### config.mk
export PLATFORM = sky130hd
export DESIGN_NAME = sptg_top
export DESIGN_NICKNAME = d
export VERILOG_FILES = /design/src/pkg/sptg_pkg.sv /design/src/core/sptg_divider.sv /design/src/core/sptg_top.sv
export VERILOG_INCLUDE_DIRS = /design/src /design/src/pkg
export SDC_FILE = /design/constraint.sdc
export NUM_CORES = 2
export LEC_CHECK = 0
export BUFFER_PORTS_ARGS = -buffer_cell sky130_fd_sc_hd__buf_2
export CORE_ASPECT_RATIO = 0.7
export CORE_UTILIZATION = 51
export CTS_CLUSTER_SIZE = 10
export DETAILED_ROUTE_END_ITERATION = 7
export PLACE_DENSITY_LB_ADDON = 0.12
export SYNTH_ARGS = -nofsm -noshare
export SYNTH_HDL_FRONTEND = slang
export SYNTH_HIERARCHICAL = 1
export SYNTH_SLANG_ARGS = --single-unit
### constraint.sdc
create_clock -name clk_in -period 12 [get_ports clk_in]
set_input_delay 1.2 -clock clk_in [delete_from_list [all_inputs] [get_ports clk_in]]
set_output_delay 1.2 -clock clk_in [all_outputs]
set_load 0.005 [all_outputs]
### src/pkg/sptg_defines.svh
/*
 * Constants of the scaled pulse train generator: register offsets,
 * field positions, reset values, selector codes and timing counts.
 * Assumes a 125 MHz system clock and byte addresses on the bus.
 */
`ifndef SPTG_DEFINES_SVH
`define SPTG_DEFINES_SVH

// Register byte offsets
`define SPTG_OFS_CTRL 6'h00
`define SPTG_OFS_NUM 6'h04
`define SPTG_OFS_DEN 6'h08
`define SPTG_OFS_FMIN 6'h0C
`define SPTG_OFS_FMAX 6'h10
`define SPTG_OFS_INMIN 6'h14
`define SPTG_OFS_INMAX 6'h18
`define SPTG_OFS_ROUTE 6'h1C
`define SPTG_OFS_STATUS 6'h20
`define SPTG_OFS_PERIOD 6'h24

// Control field positions
`define SPTG_CTRL_SEL_MSB 5
`define SPTG_CTRL_CORR_BIT 8

// Reset values
`define SPTG_RST_SEL 6'h00
`define SPTG_RST_NUM 14'h0001
`define SPTG_RST_DEN 14'h0002
`define SPTG_RST_FMIN 7'h00
`define SPTG_RST_FMAX 7'h32
`define SPTG_RST_INMIN 16'h0000
`define SPTG_RST_INMAX 16'h0064
`define SPTG_RST_ROUTE 4'h0

// Selector codes
`define SPTG_SEL_OFF 6'h00
`define SPTG_SEL_REV 6'h01
`define SPTG_SEL_CONST 6'h02
`define SPTG_SEL_PV_FIRST 6'h03
`define SPTG_SEL_PV_LAST 6'h38

// Timing
`define SPTG_CLK_MHZ 125
`define SPTG_QUANT_US 1500
`define SPTG_QUANT_CYC (`SPTG_QUANT_US * `SPTG_CLK_MHZ)
`define SPTG_MIN_LEN_US 32'd3000
`define SPTG_FIX_PCT 48'd20
`define SPTG_MAX_PCT 48'd90
`define SPTG_PCT_FULL 32'd100
`define SPTG_US_PER_S 48'd1000000
`define SPTG_MHZ_PER_HZ 48'd1000
`define SPTG_REV_SHIFT 16

`endif

### src/pkg/sptg_pkg.sv
/*
 * Types shared by the pulse train generator files.
 * Assumes nothing beyond a SystemVerilog compiler.
 */
package sptg_pkg;

	// Background calculation steps
	typedef enum logic [1:0] {SPTG_ST_FREQ, SPTG_ST_PER, SPTG_ST_CAP, SPTG_ST_LEN} sptg_calc_e;

	typedef logic [31:0] sptg_word_t;

endpackage : sptg_pkg

### src/core/sptg_divider.sv
/*
 * Sequential restoring divider, 48-bit dividend by 32-bit divisor.
 * Assumes start is only pulsed while idle; a zero divisor gives all ones.
 */
`timescale 1ns/1ps

module sptg_divider (
	input wire logic clk_in,
	input wire logic rstn_in,
	input wire logic ce_in,
	input wire logic start_in,
	input wire logic [47:0] dividend_in,
	input wire logic [31:0] divisor_in,
	output logic done_out,
	output logic [47:0] quotient_out
);

	logic [31:0] rem_ff;
	logic [31:0] div_ff;
	logic [5:0] cnt_ff;
	logic busy_ff;
	logic [32:0] shifted;
	logic fits;

	assign shifted = {rem_ff, quotient_out[47]};
	assign fits = shifted >= {1'b0, div_ff};

	// One quotient bit per clock, 48 clocks per division
	always_ff @(posedge clk_in or negedge rstn_in)
	begin
		if (!rstn_in)
		begin
			rem_ff <= 32'h0000_0000;
			div_ff <= 32'h0000_0000;
			cnt_ff <= 6'h00;
			busy_ff <= 1'b0;
			done_out <= 1'b0;
			quotient_out <= 48'h0000_0000_0000;
		end
		else if (ce_in)
		begin
			done_out <= 1'b0;
			if (start_in && !busy_ff)
			begin
				rem_ff <= 32'h0000_0000;
				div_ff <= divisor_in;
				quotient_out <= dividend_in;
				cnt_ff <= 6'h30;
				busy_ff <= 1'b1;
			end
			else if (busy_ff)
			begin
				rem_ff <= fits ? 32'(shifted - {1'b0, div_ff}) : shifted[31:0];
				quotient_out <= {quotient_out[46:0], fits};
				cnt_ff <= cnt_ff - 6'h01;
				if (cnt_ff == 6'h01)
				begin
					busy_ff <= 1'b0;
					done_out <= 1'b1;
				end
			end
		end
	end

endmodule : sptg_divider

### src/core/sptg_top.sv
/*
 * Scaled pulse train generator with an Avalon-MM register slave.
 * Assumes synchronous inputs, a 16-bit shaft angle per revolution and a
 * process value chosen outside from value_select_out.
 */
// Operation
// - Pulse train follows ratio, angle or value
// - Selector zero keeps output idle
// - Mode 1: ratio pulses per shaft revolution
// - Mode 2: frequency equals ratio in hertz
// - Modes 1,2: pulse 20 percent, min 3 ms
// - Modes 3..56: frequency scales with value
// - Value modes: pulse is period times ratio
// - Default ratio one half gives 50 percent
// - Value modes: pulse within 3 ms..90 percent
// - Output feeds internal blocks and four outputs
// - Ratio factors enter count, frequency, length
// - Input range maps linearly onto frequency range
// - 1.5 ms quantum, optional error carry
`timescale 1ns/1ps
`include "sptg_defines.svh"

module sptg_top #(
	parameter int QUANT_CYCLES = `SPTG_QUANT_CYC
) (
	input wire logic clk_in,
	input wire logic rstn_in,
	input wire logic ce_in,
	input wire logic [5:0] avs_address_in,
	input wire logic avs_read_in,
	input wire logic avs_write_in,
	input wire logic [31:0] avs_writedata_in,
	output logic [31:0] avs_readdata_out,
	output logic avs_waitrequest_out,
	input wire logic encoder_present_in,
	input wire logic [15:0] encoder_angle_in,
	input wire logic [15:0] encoder_emulation_in,
	input wire logic [15:0] process_value_in,
	output logic [5:0] value_select_out,
	output logic pulse_train_out,
	output logic open_collector_out_1,
	output logic open_collector_out_2,
	output logic open_collector_out_3,
	output logic open_collector_out_4
);

	////////////////////////////////////////////////////////////////////
	// Register slave
	logic [5:0] sel_ff;
	logic corr_ff;
	logic [13:0] num_ff;
	logic [13:0] den_ff;
	logic [6:0] fmin_ff;
	logic [6:0] fmax_ff;
	logic [15:0] in_min_ff;
	logic [15:0] in_max_ff;
	logic [3:0] route_ff;
	sptg_pkg::sptg_word_t per_us_ff;
	sptg_pkg::sptg_word_t nxt_rdata;
	logic req;
	logic wr_en;
	logic active;

	assign req = avs_read_in | avs_write_in;
	assign wr_en = ce_in && avs_write_in && !avs_waitrequest_out;

	// One wait state, then the access completes; idle reads as waiting
	always_ff @(posedge clk_in or negedge rstn_in)
	begin
		if (!rstn_in)
		begin
			avs_waitrequest_out <= 1'b1;
			avs_readdata_out <= 32'h0000_0000;
		end
		else if (ce_in)
		begin
			avs_waitrequest_out <= !(req && avs_waitrequest_out);
			if (req && avs_waitrequest_out)
				avs_readdata_out <= nxt_rdata;
		end
	end

	// Read mux; unmapped addresses read zero
	always_comb
	begin
		nxt_rdata = 32'h0000_0000;
		case (avs_address_in)
			`SPTG_OFS_CTRL: nxt_rdata = {23'h0, corr_ff, 2'h0, sel_ff};
			`SPTG_OFS_NUM: nxt_rdata = {18'h0, num_ff};
			`SPTG_OFS_DEN: nxt_rdata = {18'h0, den_ff};
			`SPTG_OFS_FMIN: nxt_rdata = {25'h0, fmin_ff};
			`SPTG_OFS_FMAX: nxt_rdata = {25'h0, fmax_ff};
			`SPTG_OFS_INMIN: nxt_rdata = {16'h0, in_min_ff};
			`SPTG_OFS_INMAX: nxt_rdata = {16'h0, in_max_ff};
			`SPTG_OFS_ROUTE: nxt_rdata = {28'h0, route_ff};
			`SPTG_OFS_STATUS: nxt_rdata = {30'h0, active, pulse_train_out};
			`SPTG_OFS_PERIOD: nxt_rdata = per_us_ff;
			default: nxt_rdata = 32'h0000_0000;
		endcase
	end

	// Writable settings; a zero ratio factor is raised to one
	always_ff @(posedge clk_in or negedge rstn_in)
	begin
		if (!rstn_in)
		begin
			sel_ff <= `SPTG_RST_SEL;
			corr_ff <= 1'b0;
			num_ff <= `SPTG_RST_NUM;
			den_ff <= `SPTG_RST_DEN;
			fmin_ff <= `SPTG_RST_FMIN;
			fmax_ff <= `SPTG_RST_FMAX;
			in_min_ff <= `SPTG_RST_INMIN;
			in_max_ff <= `SPTG_RST_INMAX;
			route_ff <= `SPTG_RST_ROUTE;
		end
		else if (wr_en)
		begin
			case (avs_address_in)
				`SPTG_OFS_CTRL:
				begin
					sel_ff <= avs_writedata_in[`SPTG_CTRL_SEL_MSB:0];
					corr_ff <= avs_writedata_in[`SPTG_CTRL_CORR_BIT];
				end
				`SPTG_OFS_NUM: num_ff <= (avs_writedata_in[13:0] == 14'h0) ? 14'h0001 :
					avs_writedata_in[13:0];
				`SPTG_OFS_DEN: den_ff <= (avs_writedata_in[13:0] == 14'h0) ? 14'h0001 :
					avs_writedata_in[13:0];
				`SPTG_OFS_FMIN: fmin_ff <= avs_writedata_in[6:0];
				`SPTG_OFS_FMAX: fmax_ff <= avs_writedata_in[6:0];
				`SPTG_OFS_INMIN: in_min_ff <= avs_writedata_in[15:0];
				`SPTG_OFS_INMAX: in_max_ff <= avs_writedata_in[15:0];
				`SPTG_OFS_ROUTE: route_ff <= avs_writedata_in[3:0];
				default: ;
			endcase
		end
	end

	////////////////////////////////////////////////////////////////////
	// Mode decode
	logic is_rev;
	logic is_const;
	logic is_pv;
	logic [47:0] f_mhz_ff;

	assign is_rev = sel_ff == `SPTG_SEL_REV;
	assign is_const = sel_ff == `SPTG_SEL_CONST;
	assign is_pv = sel_ff >= `SPTG_SEL_PV_FIRST && sel_ff <= `SPTG_SEL_PV_LAST;
	assign active = is_rev || is_const || (is_pv && f_mhz_ff != 48'h0);

	////////////////////////////////////////////////////////////////////
	// Background calculation, one shared divider
	sptg_pkg::sptg_calc_e st_ff;
	logic issued_ff;
	logic div_done;
	logic [47:0] div_q;
	logic [47:0] dividend;
	logic [31:0] divisor;
	logic [31:0] per_ang_ff;
	logic [31:0] cap_ff;
	logic [31:0] len_ff;
	logic [31:0] meas_ff;
	logic [31:0] q_sat;
	logic [16:0] pv_diff;
	logic [16:0] in_span;
	logic pv_low;
	logic pv_high;

	assign pv_low = $signed(process_value_in) <= $signed(in_min_ff);
	assign pv_high = $signed(process_value_in) >= $signed(in_max_ff);
	assign pv_diff = 17'($signed(process_value_in) - $signed(in_min_ff));
	assign in_span = 17'($signed(in_max_ff) - $signed(in_min_ff));
	assign q_sat = (div_q[47:32] != 16'h0) ? 32'hFFFF_FFFF : div_q[31:0];

	// Operands per step
	always_comb
	begin
		dividend = 48'h0;
		divisor = 32'h1;
		case (st_ff)
			sptg_pkg::SPTG_ST_FREQ:
			begin
				dividend = 48'(pv_diff) * 48'(fmax_ff - fmin_ff) * `SPTG_MHZ_PER_HZ;
				divisor = 32'(in_span);
			end
			sptg_pkg::SPTG_ST_PER:
			begin
				if (is_rev)
				begin
					dividend = 48'(den_ff) << `SPTG_REV_SHIFT;
					divisor = 32'(num_ff);
				end
				else if (is_const)
				begin
					dividend = `SPTG_US_PER_S * 48'(den_ff);
					divisor = 32'(num_ff);
				end
				else
				begin
					dividend = `SPTG_US_PER_S * `SPTG_MHZ_PER_HZ;
					divisor = f_mhz_ff[31:0];
				end
			end
			sptg_pkg::SPTG_ST_CAP:
			begin
				dividend = 48'(per_us_ff) * `SPTG_MAX_PCT;
				divisor = `SPTG_PCT_FULL;
			end
			sptg_pkg::SPTG_ST_LEN:
			begin
				if (is_pv)
				begin
					dividend = 48'(per_us_ff) * 48'(num_ff);
					divisor = 32'(den_ff);
				end
				else
				begin
					dividend = 48'(is_rev ? meas_ff : per_us_ff) * `SPTG_FIX_PCT;
					divisor = `SPTG_PCT_FULL;
				end
			end
			default: ;
		endcase
	end

	sptg_divider u_div (
		.clk_in(clk_in),
		.rstn_in(rstn_in),
		.ce_in(ce_in),
		.start_in(!issued_ff),
		.dividend_in(dividend),
		.divisor_in(divisor),
		.done_out(div_done),
		.quotient_out(div_q)
	);

	// Step sequencing and result storage
	always_ff @(posedge clk_in or negedge rstn_in)
	begin
		if (!rstn_in)
		begin
			st_ff <= sptg_pkg::SPTG_ST_FREQ;
			issued_ff <= 1'b0;
			f_mhz_ff <= 48'h0;
			per_us_ff <= 32'hFFFF_FFFF;
			per_ang_ff <= 32'hFFFF_FFFF;
			cap_ff <= `SPTG_MIN_LEN_US;
			len_ff <= `SPTG_MIN_LEN_US;
		end
		else if (ce_in)
		begin
			if (!issued_ff)
				issued_ff <= 1'b1;
			else if (div_done)
			begin
				issued_ff <= 1'b0;
				case (st_ff)
					sptg_pkg::SPTG_ST_FREQ:
					begin
						if (fmax_ff < fmin_ff || pv_low || in_span[16])
							f_mhz_ff <= 48'(fmin_ff) * `SPTG_MHZ_PER_HZ;
						else if (pv_high)
							f_mhz_ff <= 48'(fmax_ff) * `SPTG_MHZ_PER_HZ;
						else
							f_mhz_ff <= 48'(fmin_ff) * `SPTG_MHZ_PER_HZ + div_q;
						st_ff <= sptg_pkg::SPTG_ST_PER;
					end
					sptg_pkg::SPTG_ST_PER:
					begin
						if (is_rev)
							per_ang_ff <= q_sat;
						else
							per_us_ff <= q_sat;
						st_ff <= sptg_pkg::SPTG_ST_CAP;
					end
					sptg_pkg::SPTG_ST_CAP:
					begin
						cap_ff <= q_sat;
						st_ff <= sptg_pkg::SPTG_ST_LEN;
					end
					sptg_pkg::SPTG_ST_LEN:
					begin
						if (is_pv && q_sat > cap_ff)
							len_ff <= (cap_ff < `SPTG_MIN_LEN_US) ? `SPTG_MIN_LEN_US : cap_ff;
						else
							len_ff <= (q_sat < `SPTG_MIN_LEN_US) ? `SPTG_MIN_LEN_US : q_sat;
						st_ff <= sptg_pkg::SPTG_ST_FREQ;
					end
					default: st_ff <= sptg_pkg::SPTG_ST_FREQ;
				endcase
			end
		end
	end

	////////////////////////////////////////////////////////////////////
	// Pulse engine, stepped on the 1.5 ms quantum
	logic [17:0] qcnt_ff;
	logic tick_ff;
	logic first_ff;
	logic [31:0] elapsed_ff;
	logic [31:0] cur_per_ff;
	logic [31:0] cur_len_ff;
	logic [31:0] ang_acc_ff;
	logic [15:0] last_ang_ff;
	logic [15:0] angle;
	logic [15:0] ang_delta;
	logic [32:0] sum_us;
	logic [32:0] ang_sum;
	logic start;
	logic nxt_pulse;

	assign angle = encoder_present_in ? encoder_angle_in : encoder_emulation_in;
	assign ang_delta = angle - last_ang_ff;
	assign sum_us = {1'b0, elapsed_ff} + 33'(`SPTG_QUANT_US);
	assign ang_sum = {1'b0, ang_acc_ff} + 33'(ang_delta[15] ? 16'(-ang_delta) : ang_delta);
	// Period start by angle or time
	// Live period: a stale value latched at activation could hold the output for hours
	assign start = tick_ff && active && (first_ff ||
		(is_rev ? ang_sum >= {1'b0, per_ang_ff} : sum_us >= {1'b0, per_us_ff}));
	// High from start for the length
	assign nxt_pulse = active && (start || (sum_us < {1'b0, cur_len_ff}));

	// Quantum tick; the count is a parameter so simulation can shorten it
	always_ff @(posedge clk_in or negedge rstn_in)
	begin
		if (!rstn_in)
		begin
			qcnt_ff <= 18'h0;
			tick_ff <= 1'b0;
		end
		else if (ce_in)
		begin
			tick_ff <= qcnt_ff == 18'(QUANT_CYCLES - 1);
			qcnt_ff <= (qcnt_ff == 18'(QUANT_CYCLES - 1)) ? 18'h0 : qcnt_ff + 18'h1;
		end
	end

	// Time and angle accumulators
	always_ff @(posedge clk_in or negedge rstn_in)
	begin
		if (!rstn_in)
		begin
			first_ff <= 1'b1;
			elapsed_ff <= 32'h0;
			ang_acc_ff <= 32'h0;
			last_ang_ff <= 16'h0;
			cur_per_ff <= 32'hFFFF_FFFF;
			cur_len_ff <= `SPTG_MIN_LEN_US;
			meas_ff <= 32'hFFFF_FFFF;
		end
		else if (ce_in)
		begin
			if (!active)
			begin
				first_ff <= 1'b1;
				elapsed_ff <= 32'h0;
				ang_acc_ff <= 32'h0;
			end
			else if (tick_ff)
			begin
				last_ang_ff <= angle;
				ang_acc_ff <= ang_sum[32] ? 32'hFFFF_FFFF : ang_sum[31:0];
				elapsed_ff <= sum_us[32] ? 32'hFFFF_FFFF : sum_us[31:0];
				if (start)
				begin
					first_ff <= 1'b0;
					cur_per_ff <= per_us_ff;
					cur_len_ff <= len_ff;
					if (corr_ff && !first_ff && !is_rev)
						elapsed_ff <= 32'(sum_us - {1'b0, per_us_ff});
					else
						elapsed_ff <= 32'h0;
					if (is_rev)
					begin
						meas_ff <= sum_us[32] ? 32'hFFFF_FFFF : sum_us[31:0];
						ang_acc_ff <= (corr_ff && !first_ff) ?
							32'(ang_sum - {1'b0, per_ang_ff}) : 32'h0;
					end
				end
			end
		end
	end

	// Output stage, internal and open-collector copies
	always_ff @(posedge clk_in or negedge rstn_in)
	begin
		if (!rstn_in)
		begin
			pulse_train_out <= 1'b0;
			value_select_out <= 6'h00;
			{open_collector_out_4, open_collector_out_3,
				open_collector_out_2, open_collector_out_1} <= 4'h0;
		end
		else if (ce_in)
		begin
			value_select_out <= sel_ff;
			// Output moves on the quantum, or drops low on the next clock while inactive
			if (tick_ff || !active)
			begin
				pulse_train_out <= nxt_pulse;
				{open_collector_out_4, open_collector_out_3,
					open_collector_out_2, open_collector_out_1} <= route_ff & {4{nxt_pulse}};
			end
		end
	end
endmodule : sptg_top

==> metrics <==
CTS Buf Count 74; CP Max Fanout 5; routed vias/inst 5.968; Total GRT Usage 35.09%; grt met2 use a little under half; final cell count without fillers 10786; async set or reset register ratio after synthesis 100.0%; DRT antenna net count 0; Post-Syn Area 74660 um2; Setup TNS 0 ns; Final Worst Setup Slack 0.3676 ns; Mean Syn Cell Area 8.717 um2; later-pin clock latency in the skew report around 0.73 ns; Vias approximately 64000; crit end category flip-flop; global-route wire length before repair 392.9 mm; #FFs+latches synth approximately 590; vias in the first global route between 60000 and 70000; Setup crit start kind input port; Post-synth top flop dfrtp_1; CTS tree built; routing usage on met3 9.365%; slew at the pin with the worst max-slew slack 1.498 ns; placed insts 10649; initial antenna violation count 20; grt met1 use 54.05%; Max H-tree Level 3; r2r startpoint in_min_ff[1]; # IOs roughly 140; multi-input logic area 54290 um2; nets 10347; Seq. cell area between 10000 and 15000 um2; final setup violation count 0; DRT Pass-1 Iters 7; crit path to u_div/quotient_out[39]; row count about 120; Worst Clk Skew 0.06782 ns; Final Cell Area 81650 um2; GRT busiest layer met1; GPL Wtd Cong roughly 1.0; Worst Hold Class reg2reg; synthesis-to-finish area growth 9.368%; Register-to-Register Path Depth 51; Max Freq 0.08597 GHz; Synth Warn # 6; cell mode on critical path fa_1; Rel. slew slack -0.9310%; Max Slew Vio Count 1; largest net degree at the start of global routing 166; CP max stage cell fa_1; Starting Density 51.36%; Root Driver clkbuf_16; placed inst area 79050 um2; clock tree buffer depth 3; synth unique cells 120; # fillers 13405; initial drt markers 6780; period utilisation layout 96.94%; DP Worst Slack -0.8502 ns; WS Path Type in2reg; Gate Count Post-Synth 8564; wire length per cell 23.98 um; flop2flop setup slack 0.42 ns; syn nets between 10000 and 15000; Die X 459.3 um; CTS Hold Bufs 0; FF-to-FF End u_div/quotient_out[39]; # DRC 0; port bufs 119; routed wire length 258.6 mm; Die ar. roughly 150000 um2; failing checks max-capacitance violations, max-slew violations; status complete, but fails checks; endpoints failing hold 0; Clock Sinks between 500 and 600; Critical Path Max Stage Delay 0.57 ns; Required @ worst endpoint about 13 ns; maxcap violations 1; Core ar. 145400 um2; share of cells above drive strength 1 between 10% and 20%; CP startpoint process_value_in[1]; crit path DAT approximately 12 ns; post-synthesis sequential area ratio 20.06%; Final min period 11.63 ns; die height 322.1 um; DP HPWL 204.9 mm; clock slew at reported path FFs 0.06 ns; global route total overflow 0; EDFF count, synth 0
sequential cells by signal (all words and copies together), names as in the netlist, 7 cells and up:
signal,cells
f_mhz_ff,48
fmax_ff,7
num_ff,14
per_us_ff,32
cur_len_ff,32
per_ang_ff,32
u_div/rem_ff,32
last_ang_ff,16
u_div/div_ff,32
len_ff,32
u_div/quotient_out,48
avs_readdata_out,32
den_ff,14
meas_ff,32
ang_acc_ff,32
elapsed_ff,32
qcnt_ff,18
in_max_ff,16
fmin_ff,7
in_min_ff,16
cap_ff,32
routing by layer:
metal / wire length, um / vias up / part of all wire (%)
li1: - / 29296 / -
met1: 120800 / 31810 / 47
met2: 101200 / 2873 / 39
met3: 29740 / 388 / 11
met4: 6914 / 4 / 2.7
met5: 25 / - / 0.0097
stage by stage:
stage,hold WS [ns],utilization (%)
3_5_place_dp,0.4442,54.38
4_1_cts,0.4528,56.02
6_report,0.4526,56.17
5_1_grt,0.4676,56.16
2_1_floorplan,0.4348,-
3_3_place_gp,0.4407,54.38
worst min path at each step:
stage | start | end | slack [ns] | cells past startpoint
2_1_floorplan | meas_ff[10] | meas_ff[10] | 0.43 | 2
3_3_place_gp | meas_ff[24] | meas_ff[24] | 0.44 | 2
3_5_place_dp | meas_ff[9] | meas_ff[9] | 0.44 | 2
4_1_cts | meas_ff[9] | meas_ff[9] | 0.45 | 2
5_1_grt | meas_ff[8] | meas_ff[8] | 0.47 | 2
6_report | meas_ff[9] | meas_ff[9] | 0.45 | 2
layout by cell type (no fill, tap or decap), types with 54 or more instances in the layout:
cell type and count:
inv_1 1164, a21o_1 170, a31oi_1 72, xor2_1 142, nor2_1 448, and3_1 69, nand2b_1 74, a211oi_1 62
dfrtp_1 465, clkbuf_16 75, buf_2 118, nand3_1 130, a21oi_1 392, o21a_1 70, o21ai_1 54, mux2i_1 123
and2_1 231, o21ai_0 544, mux2_2 157, nand4_1 69, nor2b_1 65, ha_1 805, fa_1 683, nor3_1 97
buf_4 334, dfstp_2 127, nand2_1 1009, xnor2_1 304
cell families after synthesis:
kind of cell | count (synthesis) | synth area share (%)
mux | 282 | 4.051
buf+inv | 1501 | 7.699
fa+ha+maj | 1495 | 31.91
simple gates | 2396 | 15.01
compound gates | 1845 | 15.93
xor+xnor | 453 | 5.335
flops | 592 | 20.06
worst max-delay path, delay by kind of cell:
kind	cells	cell delay, ns
adders and majority gates	11	4.62
AOI/OAI and AO/OA	19	3.28
and+or+nand+nor	9	1.54
buffers and inverters	11	1.24
muxes	1	0.14
xor gates and xnor gates	1	0.16
area by class of cell:
cell class	count	share of cell area, %
antenna	5	0.01532
clock buffer	117	2.639
clock inverter	13	0.2544
inverter	1169	5.374
multi-input combinational	6471	66.50
sequential	592	18.34
tap	1963	3.008
timing repair buffer	456	3.875
cell usage after synthesis, types with 71 or more instances:
cell type	number	share of area [%]
xor2_1	144	1.7
fa_1	683	18
nor3_1	100	0.67
mux2_2	157	2.4
a21oi_1	398	2.7
nor2_1	452	2.3
dfstp_2	127	4.5
clkbuf_1	296	1.5
mux2i_1	124	1.7
a21o_1	170	1.7
o21ai_0	557	3.7
ha_1	808	14
inv_1	1165	5.9
nand2b_1	74	0.62
xnor2_1	307	3.6
nand3_1	132	0.88
dfrtp_1	465	16
a31oi_1	73	0.61
o21a_1	71	0.71
nand2_1	1012	5.1
and2_1	232	1.9
what timing repair did:
action | in CTS | in global routing
endpoints found under the setup margin | 3 | 19
pin swaps | 0 | 13
buffers inserted | 0 | 2
gates resized for setup | 5 | 53
Power is left out: the tool's default activity adds up to more than one toggle a clock period on the data nets, which glitch-free logic cannot reach.
